[config.mk]
export PLATFORM = sky130hd
export DESIGN_NAME = ppmc_regs
export DESIGN_NICKNAME = d
export VERILOG_FILES = /design/src/verilog/ppmc_pkg.sv /design/src/verilog/ppmc_regs.sv
export VERILOG_INCLUDE_DIRS = /design/src /design/src/verilog
export SDC_FILE = /design/constraint.sdc
export NUM_CORES = 1
export LEC_CHECK = 0
export BUFFER_PORTS_ARGS = -buffer_cell sky130_fd_sc_hd__clkbuf_2
export CORE_ASPECT_RATIO = 1.4
export CORE_MARGIN = 5
export CORE_UTILIZATION = 48
export CTS_CLUSTER_SIZE = 24
export DETAILED_ROUTE_END_ITERATION = 10
export GPL_TIMING_DRIVEN = 0
export PLACE_DENSITY = 0.8
export SLEW_MARGIN = 10
export SYNTH_ARGS = -nofsm -noshare
export SYNTH_HDL_FRONTEND = slang
export SYNTH_SLANG_ARGS = --single-unit
[constraint.sdc]
create_clock -name clk -period 2.1 [get_ports clk]
set_input_delay 0.315 -clock clk [delete_from_list [all_inputs] [get_ports clk]]
set_output_delay 0.315 -clock clk [all_outputs]
set_load 0.005 [all_outputs]
[src/verilog/ppmc_params.svh]
// offsets, field positions and reset values of the port power/msi registers
`ifndef PPMC_PARAMS_SVH
`define PPMC_PARAMS_SVH
`define PPMC_OFS_PM_CAP 8'h40
`define PPMC_OFS_PM_CSR 8'h44
`define PPMC_OFS_MSI_CAP 8'h4C
`define PPMC_OFS_MSI_ADDR 8'h50
`define PPMC_PM_CAP_ID 8'h01
`define PPMC_PM_NEXT_UP 8'h5C
`define PPMC_PM_NEXT_DN 8'h4C
`define PPMC_PM_REV 3'h3
`define PPMC_MSI_CAP_ID 8'h05
`define PPMC_MSI_NEXT 8'h64
`define PPMC_RST_DSI 1'h0
`define PPMC_RST_AUX 3'h7
`define PPMC_RST_D1 1'h1
`define PPMC_RST_D2 1'h1
`define PPMC_RST_PME_SUP 5'h1F
`define PPMC_RST_NSR 1'h1
`define PPMC_RST_DATA 8'h00
`define PPMC_PS_LSB 0
`define PPMC_NSR_BIT 3
`define PPMC_PMEEN_BIT 8
`define PPMC_DSEL_LSB 9
`define PPMC_MSIEN_BIT 16
`define PPMC_MME_LSB 20
`define PPMC_ADDR_LSB 2
`endif

[src/verilog/ppmc_pkg.sv]
// types shared by the port power/msg_interrupt_header registers
package ppmc_pkg;
   typedef enum logic [1:0] {
      PPMC_D0 = 2'b00,
      PPMC_D1 = 2'b01,
      PPMC_D2 = 2'b10,
      PPMC_D3HOT = 2'b11
   } ppmc_pstate_e;
endpackage

[src/verilog/ppmc_regs.sv]
// power management and msg_interrupt_header registers of one switch port
// What this block does
// RULE1: power_capability_header id byte always reads 01h
// RULE2: pm next pointer resets 5Ch upstream, 4Ch downstream
// RULE3: pm revision field 18:16 reads 011b
// RULE4: pme clock bit 19 and bridge bits 22, 23 read zero
// RULE5: device specific initialisation bit 21 reads zero by default
// RULE6: aux current field 24:22 resets to 111b
// RULE7: d1 and d2 support bits 25, 26 read one by default
// RULE8: pme support field 31:27 reads all ones by default
// RULE9: listed read-only defaults can be loaded from sideband or eeprom
// RULE10: power state 1:0 is read/write, resets to d0
// RULE11: d3hot to d0 write causes hot reset, downstream reset untouched
// RULE12: no-soft-reset bit resets one; clear means internal reset
// RULE13: sticky pme enable bit 8 resets zero and enables pme messages
// RULE14: data select rw, data scale ro, data byte ro loadable
// RULE15: sticky pme status bit 15 always reads zero
// RULE16: msg_interrupt_header only downstream; id 05h, next pointer 64h
// RULE17: msi enable bit 16 resets zero; one selects msi, blocks intx
// RULE18: 64-bit capable bit 23 resets one
// RULE19: message address 31:2 rw, 1:0 reserved, used when msi enabled
// RULE20: multiple message capable reads zero, enable field is rw
`timescale 1ns/10ps
`include "ppmc_params.svh"
module ppmc_regs
   import ppmc_pkg::*;
#(
   parameter bit IS_UPSTREAM = 1'b0
) (
   input wire logic clk, // core clock, 25 MHz
   input wire logic sys_rst, // synchronous reset, active high
   input wire logic sticky_rst, // power-on reset of sticky bits
   input wire logic cfg_wr, // config write strobe
   input wire logic cfg_rd, // config read strobe
   input wire logic [7:0] cfg_addr, // config byte address, dword aligned
   input wire logic [3:0] cfg_be, // write byte enables
   input wire logic [31:0] cfg_wdata, // write data
   output logic [31:0] cfg_rdata, // read data, registered
   input wire logic dflt_wr, // sideband/eeprom default load strobe
   input wire logic [7:0] dflt_addr, // sideband target dword address
   input wire logic [31:0] dflt_data, // sideband default values
   input wire logic pme_event, // port wants to raise a pme
   input wire logic irq_event, // port wants to raise an interrupt
   output logic pme_msg_req, // one-cycle request for a pme message
   output logic msi_req, // one-cycle request for an msi write
   output logic [31:0] msi_addr, // address of the msi write
   output logic intx_req, // one-cycle legacy interrupt request
   output logic hot_reset, // one-cycle hot reset of the port
   output logic internal_reset, // one-cycle internal reset
   output logic downstream_port_reset_out // never pulsed by pm writes
);
   logic is_dn;
   logic [1:0] pstate_reg;
   logic [1:0] pstate_next;
   logic pme_en_reg;
   logic [3:0] dsel_reg;
   logic msi_en_reg;
   logic [2:0] mme_reg;
   logic [29:0] addr_reg;
   logic dsi_reg;
   logic [2:0] aux_reg;
   logic d1_reg;
   logic d2_reg;
   logic [4:0] pme_sup_reg;
   logic nsr_reg;
   logic [7:0] data_reg;
   logic wr_csr;
   logic wr_msi;
   logic wake;

   assign is_dn = !IS_UPSTREAM;
   assign wr_csr = cfg_wr && cfg_addr == `PPMC_OFS_PM_CSR;
   // msi registers do not exist on the upstream port
   assign wr_msi = cfg_wr && is_dn; // RULE16
   assign pstate_next = cfg_wdata[`PPMC_PS_LSB +: 2];
   assign wake = wr_csr && cfg_be[0] && pstate_reg == PPMC_D3HOT
      && pstate_next == PPMC_D0;

   // read-only defaults replaced by the sideband or eeprom loader
   always_ff @(posedge clk) begin
      if (sys_rst) begin
         dsi_reg <= `PPMC_RST_DSI; // RULE5
         aux_reg <= `PPMC_RST_AUX; // RULE6
         d1_reg <= `PPMC_RST_D1; // RULE7
         d2_reg <= `PPMC_RST_D2; // RULE7
         pme_sup_reg <= `PPMC_RST_PME_SUP; // RULE8
         nsr_reg <= `PPMC_RST_NSR; // RULE12
         data_reg <= `PPMC_RST_DATA; // RULE14
      end else if (dflt_wr && dflt_addr == `PPMC_OFS_PM_CAP) begin
         dsi_reg <= dflt_data[21]; // RULE9
         aux_reg <= dflt_data[24:22];
         d1_reg <= dflt_data[25];
         d2_reg <= dflt_data[26];
         pme_sup_reg <= dflt_data[31:27];
      end else if (dflt_wr && dflt_addr == `PPMC_OFS_PM_CSR) begin
         nsr_reg <= dflt_data[`PPMC_NSR_BIT]; // RULE9
         data_reg <= dflt_data[31:24];
      end
   end

   // power state and data select; only the plain reset sys_rst clears them
   always_ff @(posedge clk) begin
      if (sys_rst) begin
         pstate_reg <= PPMC_D0; // RULE10
         dsel_reg <= 4'h0; // RULE14
      end else if (wr_csr) begin
         if (cfg_be[0]) begin
            pstate_reg <= pstate_next; // RULE10
         end
         if (cfg_be[1]) begin
            dsel_reg <= cfg_wdata[`PPMC_DSEL_LSB +: 4]; // RULE14
         end
      end
   end

   // pme enable is sticky: only the power-on reset clears it
   always_ff @(posedge clk) begin
      if (sticky_rst) begin
         pme_en_reg <= 1'b0; // RULE13
      end else if (wr_csr && cfg_be[1]) begin
         pme_en_reg <= cfg_wdata[`PPMC_PMEEN_BIT]; // RULE13
      end
   end

   always_ff @(posedge clk) begin
      if (sys_rst) begin
         msi_en_reg <= 1'b0; // RULE17
         mme_reg <= 3'h0; // RULE20
         addr_reg <= 30'h0; // RULE19
      end else begin
         if (wr_msi && cfg_addr == `PPMC_OFS_MSI_CAP && cfg_be[2]) begin
            msi_en_reg <= cfg_wdata[`PPMC_MSIEN_BIT]; // RULE17
            mme_reg <= cfg_wdata[`PPMC_MME_LSB +: 3]; // RULE20
         end
         if (wr_msi && cfg_addr == `PPMC_OFS_MSI_ADDR) begin
            // the register holds bits 31:2, so byte lanes sit two bits lower
            if (cfg_be[0]) begin
               addr_reg[5:0] <= cfg_wdata[7:2]; // RULE19
            end
            for (int i = 1; i < 4; i++) begin
               if (cfg_be[i]) begin
                  addr_reg[i*8-2 +: 8] <= cfg_wdata[i*8 +: 8]; // RULE19
               end
            end
         end
      end
   end

   // reset pulses of a d3hot to d0 write; downstream pin never driven here
   always_ff @(posedge clk) begin
      if (sys_rst) begin
         hot_reset <= 1'b0;
         internal_reset <= 1'b0;
      end else begin
         hot_reset <= wake; // RULE11
         internal_reset <= wake && !nsr_reg; // RULE12
      end
   end
   assign downstream_port_reset_out = 1'b0; // RULE11

   // event requests; msi steers interrupts away from intx
   always_ff @(posedge clk) begin
      if (sys_rst) begin
         pme_msg_req <= 1'b0;
         msi_req <= 1'b0;
         intx_req <= 1'b0;
      end else begin
         pme_msg_req <= pme_event && pme_en_reg; // RULE13
         msi_req <= irq_event && is_dn && msi_en_reg; // RULE17
         intx_req <= irq_event && !(is_dn && msi_en_reg); // RULE17
      end
   end
   assign msi_addr = {addr_reg, 2'b00}; // RULE19

   always_ff @(posedge clk) begin
      if (sys_rst) begin
         cfg_rdata <= 32'h0;
      end else if (cfg_rd) begin
         unique case (cfg_addr)
            `PPMC_OFS_PM_CAP: cfg_rdata <= {pme_sup_reg, d2_reg, d1_reg,
               aux_reg, dsi_reg, 1'b0, 1'b0, `PPMC_PM_REV, // RULE4 RULE3
               (is_dn ? `PPMC_PM_NEXT_DN : `PPMC_PM_NEXT_UP), // RULE2
               `PPMC_PM_CAP_ID}; // RULE1
            `PPMC_OFS_PM_CSR: cfg_rdata <= {data_reg, 2'b00, 6'h00,
               1'b0, 2'b00, dsel_reg, pme_en_reg, // RULE15 RULE4
               4'h0, nsr_reg, 1'b0, pstate_reg}; // RULE14
            `PPMC_OFS_MSI_CAP: cfg_rdata <= is_dn ? {8'h00, 1'b1, mme_reg,
               3'h0, msi_en_reg, `PPMC_MSI_NEXT, // RULE18 RULE20
               `PPMC_MSI_CAP_ID} : 32'h0; // RULE16
            `PPMC_OFS_MSI_ADDR: cfg_rdata <= is_dn ?
               {addr_reg, 2'b00} : 32'h0; // RULE19
            default: cfg_rdata <= 32'h0;
         endcase
      end
   end

   pm_cap_id_a: assert property (@(posedge clk) disable iff (sys_rst)
      cfg_rd && cfg_addr == `PPMC_OFS_PM_CAP |=>
      cfg_rdata[7:0] == 8'h01 && cfg_rdata[18:16] == 3'h3
      && cfg_rdata[19] == 1'b0) else $error("pm id/rev wrong"); // RULE1
   pm_next_a: assert property (@(posedge clk) disable iff (sys_rst)
      cfg_rd && cfg_addr == `PPMC_OFS_PM_CAP |=>
      cfg_rdata[15:8] == (IS_UPSTREAM ? 8'h5C : 8'h4C))
      else $error("pm next pointer wrong"); // RULE2
   pme_stat_a: assert property (@(posedge clk) disable iff (sys_rst)
      cfg_rd && cfg_addr == `PPMC_OFS_PM_CSR |=>
      cfg_rdata[15] == 1'b0 && cfg_rdata[23:22] == 2'b00)
      else $error("pme status or bridge bits set"); // RULE15
   pstate_wr_a: assert property (@(posedge clk) disable iff (sys_rst)
      wr_csr && cfg_be[0] ##1 cfg_rd && cfg_addr == `PPMC_OFS_PM_CSR |=>
      cfg_rdata[1:0] == $past(cfg_wdata[1:0], 2))
      else $error("power state not stored"); // RULE10
   hot_reset_a: assert property (@(posedge clk) disable iff (sys_rst)
      wake |=> hot_reset && !downstream_port_reset_out)
      else $error("missing hot reset"); // RULE11
   soft_reset_a: assert property (@(posedge clk) disable iff (sys_rst)
      hot_reset |-> internal_reset == !$past(nsr_reg))
      else $error("internal reset wrong"); // RULE12
   pme_gate_a: assert property (@(posedge clk) disable iff (sys_rst)
      pme_msg_req |-> $past(pme_en_reg) && $past(pme_event))
      else $error("pme without enable"); // RULE13
   msi_intx_a: assert property (@(posedge clk) disable iff (sys_rst)
      !(msi_req && intx_req)) else $error("msi and intx together"); // RULE17
   msi_cap_a: assert property (@(posedge clk) disable iff (sys_rst)
      cfg_rd && cfg_addr == `PPMC_OFS_MSI_CAP && is_dn |=>
      cfg_rdata[7:0] == 8'h05 && cfg_rdata[15:8] == 8'h64
      && cfg_rdata[23] && cfg_rdata[19:17] == 3'h0)
      else $error("msi header wrong"); // RULE18

   // hardwired and reserved bits of the power capability dword
   pm_rsvd_a: assert property (@(posedge clk) disable iff (sys_rst) // RULE4
      cfg_rd && cfg_addr == `PPMC_OFS_PM_CAP |=>
      cfg_rdata[20] == 1'b0 && cfg_rdata[19] == 1'b0)
      else $error("power_capability_header reserved bits set");

   // reserved and scale bits of the control/status dword
   csr_rsvd_a: assert property (@(posedge clk) disable iff (sys_rst) // RULE14
      cfg_rd && cfg_addr == `PPMC_OFS_PM_CSR |=>
      cfg_rdata[2] == 1'b0 && cfg_rdata[7:4] == 4'h0
      && cfg_rdata[14:13] == 2'b00 && cfg_rdata[21:16] == 6'h00)
      else $error("pm csr reserved bits set");

   // defaults come back on every plain reset
   dflt_reset_a: assert property (@(posedge clk) // RULE6
      sys_rst |=> aux_reg == `PPMC_RST_AUX && d1_reg && d2_reg
      && pme_sup_reg == `PPMC_RST_PME_SUP && dsi_reg == `PPMC_RST_DSI
      && nsr_reg == `PPMC_RST_NSR && data_reg == `PPMC_RST_DATA)
      else $error("defaults not restored");

   // sideband load of the aux, pme support and dsi fields of the capability dword
   dflt_cap_a: assert property (@(posedge clk) disable iff (sys_rst) // RULE9
      dflt_wr && dflt_addr == `PPMC_OFS_PM_CAP |=>
      aux_reg == $past(dflt_data[24:22])
      && pme_sup_reg == $past(dflt_data[31:27])
      && dsi_reg == $past(dflt_data[21]))
      else $error("capability defaults not loaded");

   // sideband load of no-soft-reset and the data byte
   dflt_csr_a: assert property (@(posedge clk) disable iff (sys_rst) // RULE9
      dflt_wr && dflt_addr == `PPMC_OFS_PM_CSR |=>
      data_reg == $past(dflt_data[31:24])
      && nsr_reg == $past(dflt_data[3]))
      else $error("csr defaults not loaded");

   pstate_rst_a: assert property (@(posedge clk) // RULE10
      sys_rst |=> pstate_reg == PPMC_D0 && dsel_reg == 4'h0)
      else $error("power state not reset");

   // a plain reset must leave the sticky enable alone
   pme_sticky_a: assert property (@(posedge clk) // RULE13
      sys_rst && !sticky_rst && !wr_csr |=> $stable(pme_en_reg))
      else $error("pme enable lost on plain reset");

   internal_hot_a: assert property (@(posedge clk) disable iff (sys_rst) // RULE12
      internal_reset |-> hot_reset)
      else $error("internal reset without hot reset");

   // upstream port shows no msi registers
   msi_absent_a: assert property (@(posedge clk) disable iff (sys_rst) // RULE16
      cfg_rd && !is_dn && (cfg_addr == `PPMC_OFS_MSI_CAP
      || cfg_addr == `PPMC_OFS_MSI_ADDR) |=> cfg_rdata == 32'h0)
      else $error("msi registers seen upstream");

   msi_ctrl_a: assert property (@(posedge clk) disable iff (sys_rst) // RULE20
      wr_msi && cfg_addr == `PPMC_OFS_MSI_CAP && cfg_be[2] |=>
      mme_reg == $past(cfg_wdata[22:20])
      && msi_en_reg == $past(cfg_wdata[16]))
      else $error("msi control not stored");

   intx_gate_a: assert property (@(posedge clk) disable iff (sys_rst) // RULE17
      intx_req |-> $past(irq_event) && !$past(is_dn && msi_en_reg))
      else $error("intx while msi enabled");

   msi_gate_a: assert property (@(posedge clk) disable iff (sys_rst) // RULE19
      msi_req |-> $past(msi_en_reg) && msi_addr[1:0] == 2'b00)
      else $error("msi request without enable");
endmodule // ppmc_regs

==> flow_metrics.py <==
metrics = {
    "cts": {
        "clock_sinks": 98,
        "cts_hold_buf": 0,
        "clk_pin_slew_worst_paths_ps": 70,
        "cts_inserted_buffers": 9,
        "post_cts_resize_count": 0,
        "worst_skew_pair.late_latency_ps": 340,
        "cts_tree": "yes",
        "cts-root-to-sink-buffers": 2,
        "clock-root-buffer": "sky130_fd_sc_hd__clkbuf_16",
        "cts_htree_levels": 3,
        "post_cts_buffers": 0,
    },
    "logic_synthesis": {
        "synthTopCellsByArea": "sky130_fd_sc_hd__dfxtp_1, sky130_fd_sc_hd__mux2i_1, sky130_fd_sc_hd__nor2_1, sky130_fd_sc_hd__a22o_1, sky130_fd_sc_hd__a21oi_1",
        "synth_area_leader_cell": "sky130_fd_sc_hd__dfxtp_1",
        "synthesis.area_per_instance_um2": 9.739,
        "syn_inst": 407,
        "ys_dominant_reg_cell": "sky130_fd_sc_hd__dfxtp_1",
        "synth_edf_count": 0,
        "asyncSetResetFlopFracSynth": 0,
        "synth_seq_cells": 98,
        "syn-cell-area_um2": 3964,
        "share_of_yosys_cell_area_claimed_by_the_top_area_cell_type": 0.4949,
        "sequential_cell_area_fraction_in_the_yosys_report": 0.4949,
        "count_of_different_cell_masters_after_synthesis": 42,
        "yosysWarningCount": 0,
    },
    "critical_path": {
        "cpLargestDelayFamily": "buffers and inverters",
        "slowest_delay_ps": 660,
        "slowest_stage": "sky130_fd_sc_hd__nand4_1",
        "endpoint_kind": "flip-flop",
        "crit_path_max_fanout": 10,
        "rr_endpoint": "internal_reset",
        "timing.critical_path.required_ps": 2300,
        "worst_setup_slack_for_register_to_register_paths_ps": 880,
        "critical_path.cell_chain": "buf_4, buf_1, nand4_1, mux2i_1, nor2_1",
        "critPathBufInv": 2,
        "critPathArrivalTime_ps": 2140,
        "start_kind": "input port",
        "worst-setup-path-type": "input port to flip-flop",
        "rr_worst_depth": 4,
        "regToRegStartpoint": "pstate_reg[0]",
    },
    "sta": {
        "layout_worst_path_cycle_share": 0.9230,
        "relSlewSlack": 0.4581,
        "setup_tns_ps": 0,
        "layout_min_cycle_time_ps": 1938,
        "fmaxAchievable_ghz": 0.5159,
        "rsz0062_at_grt": "false",
        "worst_slew_pin_slew_ps": 812.9,
        "finClkSkew_ps": 8.357,
        "finalMaxSlewViolations": 0,
        "hold_viol": 0,
        "setup_violations": 0,
    },
    "power_and_ir_drop": {
        "power.share.combinational": 0.056,
        "sequentialPowerShare": 0.487,
        "p_sw_mw": 0.8070,
        "max-vdd-ir-drop_mv": 0.5591,
        "leakagePower_nw": 2.366,
        "p_per_area_nw_per_um2": 751.2,
        "switching_share": 0.2109,
        "power.share.clock": 0.457,
        "internal_power_mw": 3.019,
    },
    "route": {
        "detail_route.iter0.violations": 204,
        "detail_route.vias_per_cell": 5.373,
        "dr_wl_cell_um": 17.43,
        "first_pass_iters": 5,
        "drc_errors_left": 0,
        "wl_um": 11540,
        "route.vias.total": 3557,
        "postRouteAntennaNets": 0,
    },
    "hold_path": {
        "timing.hold.worst_path_depth": 2,
        "worst_hold_path_type": "input port to flip-flop",
        "timing.hold.worst_endpoint": "pme_en_reg",
        "worstHoldStart": "sticky_rst",
    },
    "outcome": {
        "run_status": "completed",
    },
    "cells_and_area": {
        "largest_register_ffs": 32,
        "final_cell_count_no_fill": 662,
        "n_antenna_cell": 0,
        "finalNetCount": 647,
        "final_layout_size_suffix_gt1_frac": 0.3036,
        "syn_to_final_growth_pct": 28.50,
        "register_area_um2": 1962,
        "fillCellCount": 743,
        "multi_input_area_um2": 1846,
    },
    "floorplanning": {
        "initial_core_util": 0.4893,
        "rows": 39,
        "die_h_um": 117.5,
        "dieWidth_um": 86.80,
        "dieArea_um2": 10200,
        "placeableCoreArea_um2": 8100,
        "io-pin-count": 162,
    },
    "grt": {
        "global_route_wire_length_before_repair_um": 18100,
        "grt_busiest_layer": "met2",
        "grt.met1_usage": 0.2609,
        "grt_use_met2": 0.3864,
        "grt_pass1_vias": 3703,
        "grt_antenna_before_repair": 0,
        "met3_layer_usage_reported_by_global_route": 0.05392,
        "track_usage": 0.2265,
        "largest_net_degree_at_the_start_of_global_routing": 16,
        "grt_overflow": 0,
    },
    "place": {
        "placed_instances": 646,
        "io_buffers": 135,
        "gpl.final_weighted_congestion": 0.8679,
        "dpl.hpwl_um": 8846,
    },
    "job": {
        "max_cap_viol_count": 0,
    },
}
-- how the worst max path moves through the flow --
stage	depth (start not counted)	to	slack [ps]	start
final	5	addr_reg[2]	160	cfg_addr[4]
after detailed placement	5	addr_reg[3]	-200	cfg_addr[4]
after global placement	5	addr_reg[4]	-210	cfg_addr[4]
after global routing	5	addr_reg[0]	20	cfg_addr[4]
after floorplan	5	pstate_reg[1]	200	cfg_addr[3]
after CTS	5	addr_reg[1]	150	cfg_addr[4]
-- power by group through the flow --
stage	sequential [mW]	combinational [mW]	clock (mW)
global placement	1.91	0.208	0
global route	1.86	0.233	1.85
CTS	1.86	0.214	1.77
detailed placement	1.91	0.213	0
floorplan	1.91	0.0989	0
finish	1.86	0.214	1.75
-- Yosys cell counts, drive strengths merged (2+ instances only) --
cell	count
a21oi	20
a22o	24
a311oi	2
and2	2
and4	2
buf	14
clkbuf	17
dfxtp	98
inv	6
mux2i	61
nand2	8
nand2b	12
nand3	10
nand3b	2
nand4	3
nor2	73
nor2b	2
nor3	13
nor3b	3
nor4	4
o21ai	2
o22ai	3
o2bb2ai	9
or3b	2
or4b	4
-- worst register-to-register path, stage by stage, from the launching register on --
cell	delay (ps)
sky130_fd_sc_hd__dfxtp_1	350
sky130_fd_sc_hd__nor4bb_1	210
sky130_fd_sc_hd__nand3b_1	110
sky130_fd_sc_hd__nor4_1	310
sky130_fd_sc_hd__nor2b_1	180
-- cells in the final DEF (no fill, tap or decap), types with 4 or more instances in the layout --
| cell type | n |
|---|---|
| sky130_fd_sc_hd__mux2i_1 | 61 |
| sky130_fd_sc_hd__a22o_1 | 24 |
| sky130_fd_sc_hd__nand2b_1 | 12 |
| sky130_fd_sc_hd__clkinv_2 | 4 |
| sky130_fd_sc_hd__o2bb2ai_1 | 9 |
| sky130_fd_sc_hd__buf_4 | 4 |
| sky130_fd_sc_hd__nor3_1 | 12 |
| sky130_fd_sc_hd__clkbuf_2 | 135 |
| sky130_fd_sc_hd__nor2_1 | 73 |
| sky130_fd_sc_hd__nand3_1 | 10 |
| sky130_fd_sc_hd__dfxtp_1 | 98 |
| sky130_fd_sc_hd__clkbuf_1 | 17 |
| sky130_fd_sc_hd__nand2_1 | 8 |
| sky130_fd_sc_hd__a21oi_1 | 20 |
| sky130_fd_sc_hd__inv_1 | 6 |
| sky130_fd_sc_hd__buf_2 | 8 |
| sky130_fd_sc_hd__clkbuf_16 | 9 |
-- layout make-up --
cell class                 count  area share
clock buffer                  10     0.04692
buffer                        31     0.02776
inverter                       6    0.004422
timing repair buffer         135      0.1326
multi-input combinational    274      0.3623
tap                          102     0.02506
clock inverter                 6     0.01572
sequential                    98      0.3852
-- metrics by stage --
stage	area (um^2)	hold WS (ps)	worst slack (ps)	util	power, mW
6_report	5094	126.7	161.7	0.6288	3.826
5_1_grt	5094	145.3	22.43	0.6288	3.946
4_1_cts	5094	117.2	150.6	0.6288	3.851
3_5_place_dp	4775	461.5	-196.3	0.5894	2.119
3_3_place_gp	4775	441.1	-209.7	0.5894	2.114
2_1_floorplan	3971	387.4	200.5	-	2.005
-- routing by layer --
metal | share of wire | vias to the layer above
li1 | - | 1745
met1 | 0.39 | 1652
met2 | 0.51 | 143
met3 | 0.079 | 17
met4 | 0.021 | 0
met5 | 0 | -
-- cell families (layout without fill, tap and decap cells) --
family / Yosys count / count (layout) / synth area share
AND/OR/NAND/NOR: 145 / 145 / 0.1872
flip-flops: 98 / 98 / 0.4949
AO/OA/AOI/OAI: 65 / 65 / 0.1215
multiplexers: 61 / 61 / 0.1540
buffers and inverters: 37 / 188 / 0.04135
other: 1 / 3 / 0.0009461
Note: power is estimated with default switching activity, not from simulation.
